<file path="src/hdl/print_head_pkg.sv">
// Constants shared by the print head controller
// What this block does
// - Seven separate solenoid outputs each fire the wire for one dot row.
// - A character is five column patterns fired at five instants.
// - Dots fire only during the left to right sweep, never on return.
// - A new line starts on the falling edge of the home switch.
// - Feed motor stops on the falling edge of the paper advance switch.
// - A line holds at most 40 characters.
// - The link is seven solenoid drives, two motor drives, two switches.
// - The master sees one byte data register and a 4-bit status register.
// - Each dot is a pulse of about 400 us, then a pause of about 900 us.
// - Solenoids fire at most once per 1.3 ms, timed internally.
// - After the last dot feed runs through the switch cycle, about 200 ms.
`default_nettype none
package print_head_pkg;
	localparam int unsigned CLK_MHZ = 100;
	localparam int unsigned PULSE_US = 400;
	localparam int unsigned PAUSE_US = 900;
	localparam int unsigned LF_MS = 200;
	localparam int unsigned PULSE_CYC = PULSE_US * CLK_MHZ;
	localparam int unsigned PAUSE_CYC = PAUSE_US * CLK_MHZ;
	localparam int unsigned LF_CYC = LF_MS * 1000 * CLK_MHZ;
	localparam int unsigned ROWS = 7;
	localparam int unsigned COLS = 5;
	localparam int unsigned LINE_CHARS = 40;
	localparam int unsigned FIFO_DEPTH = 8;
	localparam int unsigned DATA_W = 8;
	// Status bit positions
	localparam int unsigned ST_OUT_FULL = 0;
	localparam int unsigned ST_IN_FULL = 1;
	localparam int unsigned ST_PRINTING = 2;
	localparam int unsigned ST_FEEDING = 3;
	localparam logic [7:0] LINE_END = 8'h0d;
	typedef enum logic [2:0] {
		IDLE, WAIT_HOME, PULSE, PAUSE, FEED, WAIT_LINE
	} phase_e;
endpackage
`default_nettype wire

</file>
<file path="src/hdl/char_fifo.sv">
// Parameterised synchronous FIFO with valid/ready on both sides
`default_nettype none
module char_fifo #(
	parameter int unsigned WIDTH = 8,
	parameter int unsigned DEPTH = 8
) (
	input  wire logic             mclk,
	input  wire logic             rstn,
	input  wire logic [WIDTH-1:0] inData,
	input  wire logic             inValid,
	output logic                  inReady,
	output logic      [WIDTH-1:0] outData,
	output logic                  outValid,
	input  wire logic             outReady
);
	localparam int unsigned AW = $clog2(DEPTH);
	typedef struct packed {
		logic [AW-1:0] wr;
		logic [AW-1:0] rd;
		logic [AW:0]   cnt;
	} fifo_s;
	fifo_s st_ff, nxt_st;
	logic [WIDTH-1:0] mem [DEPTH];
	logic push, pop;

	assign inReady = st_ff.cnt != (AW+1)'(DEPTH);
	assign outValid = st_ff.cnt != '0;
	assign outData = mem[st_ff.rd];
	assign push = inValid && inReady;
	assign pop = outValid && outReady;

	always_comb begin
		nxt_st = st_ff;
		if (push)
			nxt_st.wr = (st_ff.wr == AW'(DEPTH-1)) ? '0 : st_ff.wr + 1'b1;
		if (pop)
			nxt_st.rd = (st_ff.rd == AW'(DEPTH-1)) ? '0 : st_ff.rd + 1'b1;
		if (push && !pop)
			nxt_st.cnt = st_ff.cnt + 1'b1;
		else if (pop && !push)
			nxt_st.cnt = st_ff.cnt - 1'b1;
	end

	always_ff @(posedge mclk or negedge rstn) begin
		if (!rstn)
			st_ff <= '0;
		else
			st_ff <= nxt_st;
	end

	always_ff @(posedge mclk) begin
		if (push)
			mem[st_ff.wr] <= inData;
	end
endmodule // char_fifo
`default_nettype wire

</file>
<file path="src/hdl/print_head_ctrl.sv">
// Print head, drive motor and line feed control for a 5x7 matrix printer
`default_nettype none
module print_head_ctrl #(
	parameter int unsigned PULSE_CYC = print_head_pkg::PULSE_CYC,
	parameter int unsigned PAUSE_CYC = print_head_pkg::PAUSE_CYC,
	parameter int unsigned LF_CYC    = print_head_pkg::LF_CYC
) (
	input  wire logic       mclk,
	input  wire logic       rstn,
	input  wire logic [7:0] hostWrData,
	input  wire logic       hostWrStb,
	output logic      [7:0] hostRdData,
	input  wire logic       hostRdStb,
	output logic      [3:0] hostStatus,
	input  wire logic [7:0] hostMsgData,
	input  wire logic       hostMsgStb,
	input  wire logic [6:0] colPattern,
	output logic      [7:0] glyphChar,
	output logic      [2:0] glyphCol,
	output logic      [6:0] solenoidOn,
	output logic            mainMotorOn,
	output logic            feedMotorOn,
	input  wire logic       homeSwitch,
	input  wire logic       paper_advance_switch
);
	// Character ROM lives outside; colPattern answers glyphChar/glyphCol
	// combinationally on the same clock.
	typedef struct packed {
		print_head_pkg::phase_e phase;
		logic [31:0] timer;
		logic [5:0]  charIdx;
		logic [2:0]  col;
		logic [7:0]  curChar;
		logic        haveChar;
		logic        lineDone;
		logic [7:0]  dataReg;
		logic        inFull;
		logic [7:0]  rdReg;
		logic        outFull;
		logic [1:0]  homeSync;
		logic [1:0]  feedSync;
		logic        homeQ;
		logic        feedQ;
		logic [6:0]  sol;
		logic        mainOn;
		logic        feedOn;
		logic [7:0]  glyph;
		logic [2:0]  gcol;
	} state_s;
	state_s st_ff, nxt_st;

	logic [7:0] fifoData;
	logic       fifoValid;
	logic       fifoReady;
	logic       fifoInReady;
	logic       homeFall;
	logic       feedFall;

	char_fifo #(
		.WIDTH(print_head_pkg::DATA_W),
		.DEPTH(print_head_pkg::FIFO_DEPTH)
	) u_fifo (
		.mclk    (mclk),
		.rstn    (rstn),
		.inData  (st_ff.dataReg),
		.inValid (st_ff.inFull),
		.inReady (fifoInReady),
		.outData (fifoData),
		.outValid(fifoValid),
		.outReady(fifoReady)
	);

	assign homeFall = st_ff.homeQ && !st_ff.homeSync[1];
	assign feedFall = st_ff.feedQ && !st_ff.feedSync[1];
	assign fifoReady = !st_ff.haveChar && !st_ff.lineDone;

	always_comb begin
		nxt_st = st_ff;
		nxt_st.homeSync = {st_ff.homeSync[0], homeSwitch};
		nxt_st.feedSync = {st_ff.feedSync[0], paper_advance_switch};
		nxt_st.homeQ = st_ff.homeSync[1];
		nxt_st.feedQ = st_ff.feedSync[1];
		// Byte-wide data register; held until the FIFO takes it
		if (st_ff.inFull && fifoInReady)
			nxt_st.inFull = 1'b0;
		if (hostWrStb && !st_ff.inFull) begin
			nxt_st.dataReg = hostWrData;
			nxt_st.inFull = 1'b1;
		end
		if (hostRdStb)
			nxt_st.outFull = 1'b0;
		if (hostMsgStb) begin
			nxt_st.rdReg = hostMsgData;
			nxt_st.outFull = 1'b1;
		end
		// Pull the next character; line end or 40 chars close the line
		if (fifoValid && fifoReady) begin
			if (fifoData == print_head_pkg::LINE_END)
				nxt_st.lineDone = 1'b1;
			else begin
				nxt_st.curChar = fifoData;
				nxt_st.haveChar = 1'b1;
			end
		end
		if (st_ff.timer != '0)
			nxt_st.timer = st_ff.timer - 1'b1;
		case (st_ff.phase)
			print_head_pkg::IDLE: begin
				nxt_st.sol = '0;
				if (st_ff.haveChar || st_ff.lineDone) begin
					nxt_st.mainOn = 1'b1;
					nxt_st.phase = print_head_pkg::WAIT_HOME;
				end
			end
			print_head_pkg::WAIT_HOME: begin
				if (homeFall) begin
					nxt_st.charIdx = '0;
					nxt_st.col = '0;
					nxt_st.phase = print_head_pkg::PAUSE;
					nxt_st.timer = '0;
				end
			end
			print_head_pkg::PAUSE: begin
				nxt_st.sol = '0;
				if (st_ff.timer == '0) begin
					if (!st_ff.haveChar && st_ff.lineDone ||
					    st_ff.charIdx == 6'(print_head_pkg::LINE_CHARS)) begin
						nxt_st.feedOn = 1'b1;
						nxt_st.timer = LF_CYC;
						nxt_st.phase = print_head_pkg::FEED;
					end else if (st_ff.haveChar &&
					    st_ff.glyph == st_ff.curChar &&
					    st_ff.gcol == st_ff.col) begin
						// ROM address lags a fresh char by one cycle
						nxt_st.sol = colPattern;
						nxt_st.timer = PULSE_CYC - 1;
						nxt_st.phase = print_head_pkg::PULSE;
					end
				end
			end
			print_head_pkg::PULSE: begin
				if (st_ff.timer == '0) begin
					nxt_st.sol = '0;
					nxt_st.timer = PAUSE_CYC - 1;
					nxt_st.phase = print_head_pkg::PAUSE;
					if (st_ff.col == 3'(print_head_pkg::COLS - 1)) begin
						nxt_st.col = '0;
						nxt_st.charIdx = st_ff.charIdx + 1'b1;
						nxt_st.haveChar = 1'b0;
					end else
						nxt_st.col = st_ff.col + 1'b1;
				end
			end
			print_head_pkg::FEED: begin
				nxt_st.sol = '0;
				if (feedFall || st_ff.timer == '0) begin
					nxt_st.feedOn = 1'b0;
					nxt_st.lineDone = 1'b0;
					nxt_st.phase = print_head_pkg::WAIT_LINE;
				end
			end
			print_head_pkg::WAIT_LINE: begin
				nxt_st.mainOn = st_ff.haveChar || fifoValid || st_ff.inFull;
				nxt_st.phase = print_head_pkg::IDLE;
			end
			default: begin
				nxt_st.sol = '0;
				nxt_st.phase = print_head_pkg::IDLE;
			end
		endcase
		// Address registered one cycle behind curChar/col; fire waits until they match
		nxt_st.glyph = st_ff.curChar;
		nxt_st.gcol = st_ff.col;
	end

	always_ff @(posedge mclk or negedge rstn) begin
		if (!rstn)
			st_ff <= '0;
		else
			st_ff <= nxt_st;
	end

	assign solenoidOn = st_ff.sol;
	assign mainMotorOn = st_ff.mainOn;
	assign feedMotorOn = st_ff.feedOn;
	assign glyphChar = st_ff.glyph;
	assign glyphCol = st_ff.gcol;
	assign hostRdData = st_ff.rdReg;
	always_comb begin
		hostStatus = '0;
		hostStatus[print_head_pkg::ST_OUT_FULL] = st_ff.outFull;
		hostStatus[print_head_pkg::ST_IN_FULL] = st_ff.inFull;
		hostStatus[print_head_pkg::ST_PRINTING] = st_ff.mainOn;
		hostStatus[print_head_pkg::ST_FEEDING] = st_ff.feedOn;
	end
endmodule // print_head_ctrl
`default_nettype wire

</file>
<file path="config.mk">
export PLATFORM = sky130hd
export DESIGN_NAME = print_head_ctrl
export DESIGN_NICKNAME = d
export VERILOG_FILES = /design/src/hdl/print_head_pkg.sv /design/src/hdl/char_fifo.sv /design/src/hdl/print_head_ctrl.sv
export SDC_FILE = /design/constraint.sdc
export NUM_CORES = 1
export LEC_CHECK = 0
export ABC_AREA = 1
export ABC_CLOCK_PERIOD_IN_PS = 3140
export BUFFER_PORTS_ARGS = -buffer_cell sky130_fd_sc_hd__buf_2
export CAP_MARGIN = 10
export CORE_ASPECT_RATIO = 1.2
export CORE_MARGIN = 8
export CORE_UTILIZATION = 30
export DETAILED_ROUTE_END_ITERATION = 8
export PLACE_DENSITY_LB_ADDON = 0.15
export SLEW_MARGIN = 0
export SYNTH_ARGS = -nofsm -noshare
export SYNTH_HDL_FRONTEND = slang
export SYNTH_SLANG_ARGS = --single-unit
export TNS_END_PERCENT = 20
</file>
<file path="constraint.sdc">
create_clock -name mclk -period 3.14 [get_ports mclk]
set_clock_uncertainty 0.1 [all_clocks]
set_input_delay 0.628 -clock mclk [delete_from_list [all_inputs] [get_ports mclk]]
set_output_delay 0.628 -clock mclk [all_outputs]
set_load 0.02 [all_outputs]
</file>
==> results.yml <==
run_status:
  outcome: "completed"
finish:
  area_growth_pct: 13.1
  final_cell_mix: "nand2_1 (318), inv_1 (144), dfrtp_1 (108)"
  n_antenna_cell: 0
  drive_above_1_share_pct: 14.1
  seqCellArea_sq_um: 4620
  fin_nets: 1194
  multiInputGateArea_sq_um: 3520
  nFillCells: 3238
  layout_commonest_cell: "nand2_1"
  finish.utilization_pct: 34.1
clock_tree:
  clkTransAtPathRegs_ns: 0.08
  cts_hold_buffers: 0
  cts_buffers: 17
  post-cts-setup-buffers: 0
  clock_path_buffers: 2
  cts_tree: "done"
  cts.sinks: 172
  root_buffer: "clkbuf_16"
  insertion_delay_ns: 0.43
  post_cts_resized: 0
  h-tree-depth: 4
yosys:
  synth_seq_cells: 172
  synth_edf_count: 64
  synth_area_per_cell_sq_um: 8.23
  ys.flop_type: "dfrtp_1"
  syn_inst: 1104
  synthArstFlopShare_pct: 62.8
  seq_area_frac_synth_pct: 50.9
  syn-cell-area_sq_um: 9090
  synth_cell_type_count: 43
  yosys_warnings: 0
  syn_nets: 1149
route:
  ant_nets: 0
  vias: 7013
  via_per_inst: 4.50
  wire_per_inst_um: 15.0
  drt_pass1_iterations: 5
  drt_iter0_drc: 388
  drc_errors: 0
  routed_wl_mm: 23.3
global_route:
  gr-usage-all-layers_pct: 13.3
  grt_first_pass_wirelength_mm: 37.6
  antenna_found_initial: 0
  grt_pass1_vias: 7049
  grt_max_degree: 46
  gr-total-overflow: 0
critical_path:
  cpPeakStageDelay_ns: 0.48
  reg2reg_depth: 11
  reg2reg_to: "st_ff[69]"
  worst-path-buf-inv: 2
  slowest_stage: "nand2_1"
  cp.required_ns: 3.38
  endpoint_kind: "flop"
  r2r_slack_ns: 0.64
  crit_type: "flop to flop"
  critical_path.max_fanout: 13
  crit_top_cell: "nand2_1"
  start_kind: "flop"
  cpLargestDelayFamily: "simple AND/OR/NAND/NOR gates"
  crit_chain: "inv_1 > ha_1 > nand3_1 > nor2_1 > nand2_1 > nor2_1 > nand3_1 > nand2_1 > nand2_1 > nand2_1 > inv_1"
  r2r-start: "st_ff[63]"
  cp.arrival_ns: 2.73
timing:
  tns_ns: 0
  rsz0062_at_grt: "no"
  report.final.slew_viol_count: 0
  hold_viol_final: 0
  clock.fmax_ghz: 0.401
  fin_crit_ns: 2.50
  tightest_slew_ns: 0.837
  whs_ns: 0.0828
  setup-violations-final: 0
  finalCritPeriodShare_pct: 79.5
  max_slew_margin_pct: 44.0
floorplanning:
  io_pins: 62
  start_util_pct: 30.2
  die_area_sq_um: 36100
  die-height_um: 207
  fp-row-count: 70
  die_w_um: 175
  coreArea_sq_um: 30100
power:
  ir_worst_vdd_mv: 0.483
  p_leak_nw: 5.03
  power_density_nw_per_um2: 858
placed_design:
  dp.final_hpwl_mm: 17.6
  gp_congestion: 0.832
  port_buffers: 61
worst_hold_path:
  hold_class: "input port to async pin"
job:
  max-cap-violations: 0
-- cell families (layout without fill, tap and decap cells) --
logic type	after synthesis	count (layout)	synth area share, %
compound gates	94	94	5.74
xor+xnor	20	20	1.93
fa+ha+maj	15	15	2.15
buf+inv	210	268	10.4
flops	172	172	50.9
mux	8	8	0.991
simple gates	585	585	27.9
-- cell usage after synthesis, types with 5 or more instances --
cell type,count,area [sq um]
inv_2,9,33.8
nand3b_1,8,60.1
nand3_1,89,445
o21ai_1,8,40.0
nor2_2,9,56.3
buf_2,10,50.1
nor3_1,8,40.0
nor2_1,107,402
nand2_1,318,1190
clkinv_1,5,18.8
mux2_2,8,90.1
dfrtp_1,108,2700
nand2_2,11,68.8
xor2_1,11,96.3
inv_1,144,541
edfxtp_1,64,1920
a21oi_1,29,145
nand4_1,19,119
ha_1,14,175
buf_4,36,270
o21ai_0,39,195
xnor2_1,9,78.8
a31o_2,5,43.8
nor2_4,5,56.3
-- metal layers --
| layer | share of wire, % | up-vias | GRT usage (%) |
|---|---|---|---|
| met5 | 0 | - | 0 |
| met4 | 2.9 | 0 | 5.49 |
| met3 | 2.7 | 33 | 2.35 |
| met2 | 52 | 108 | 24.3 |
| met1 | 42 | 3298 | 15.1 |
| li1 | - | 3574 | - |
-- cell type report --
| class | count | share of cell area (%) |
|---|---|---|
| Tap cell | 396 | 4.82 |
| Timing Repair Buffer | 76 | 4.21 |
| Inverter | 160 | 5.89 |
| Multi-Input combinational cell | 722 | 34.2 |
| Clock buffer | 18 | 4.27 |
| Sequential cell | 172 | 45.0 |
| Clock inverter | 14 | 1.62 |
-- sequential cells by signal, indices dropped and copies added, names as in the netlist --
signal        count
u_fifo.mem       64
st_ff            53
nxt_st           15
u_fifo.st_ff     10
glyphChar         8
hostRdData        8
solenoidOn        7
glyphCol          3
hostStatus        2
feedMotorOn       1
mainMotorOn       1
-- report_power, final --
part / internal [mW] / switching, mW / total, mW
combinational: 1.08 / 2.21 / 3.30
clock: 1.16 / 1.01 / 2.18
sequential: 2.93 / 0.416 / 3.34
total: 5.17 / 3.65 / 8.82
-- stage by stage --
step / setup WS, ns / instance area (sq um) / cells / power [mW]
after global placement: 0.675 / 9680 / 1526 / 6.72
final: 0.644 / 10300 / 1558 / 8.82
after CTS: 0.635 / 10300 / 1558 / 8.92
after detailed placement: 0.653 / 9680 / 1526 / 6.71
after floorplan: 0.950 / 9090 / 1104 / 5.76
after global routing: 0.390 / 10300 / 1558 / 9.51
-- worst max-delay path by stage --
stage	slack [ns]	endpoint	from	depth (start not counted)
CTS	0.63	st_ff[69]	st_ff[63]	11
detailed placement	0.65	st_ff[69]	st_ff[63]	11
finish	0.64	st_ff[69]	st_ff[63]	11
floorplan	0.95	u_fifo.st_ff[3]	u_fifo.st_ff[0]	11
global route	0.39	st_ff[69]	st_ff[63]	11
global placement	0.68	st_ff[69]	st_ff[63]	11
Note: power is estimated with default switching activity, not from simulation.
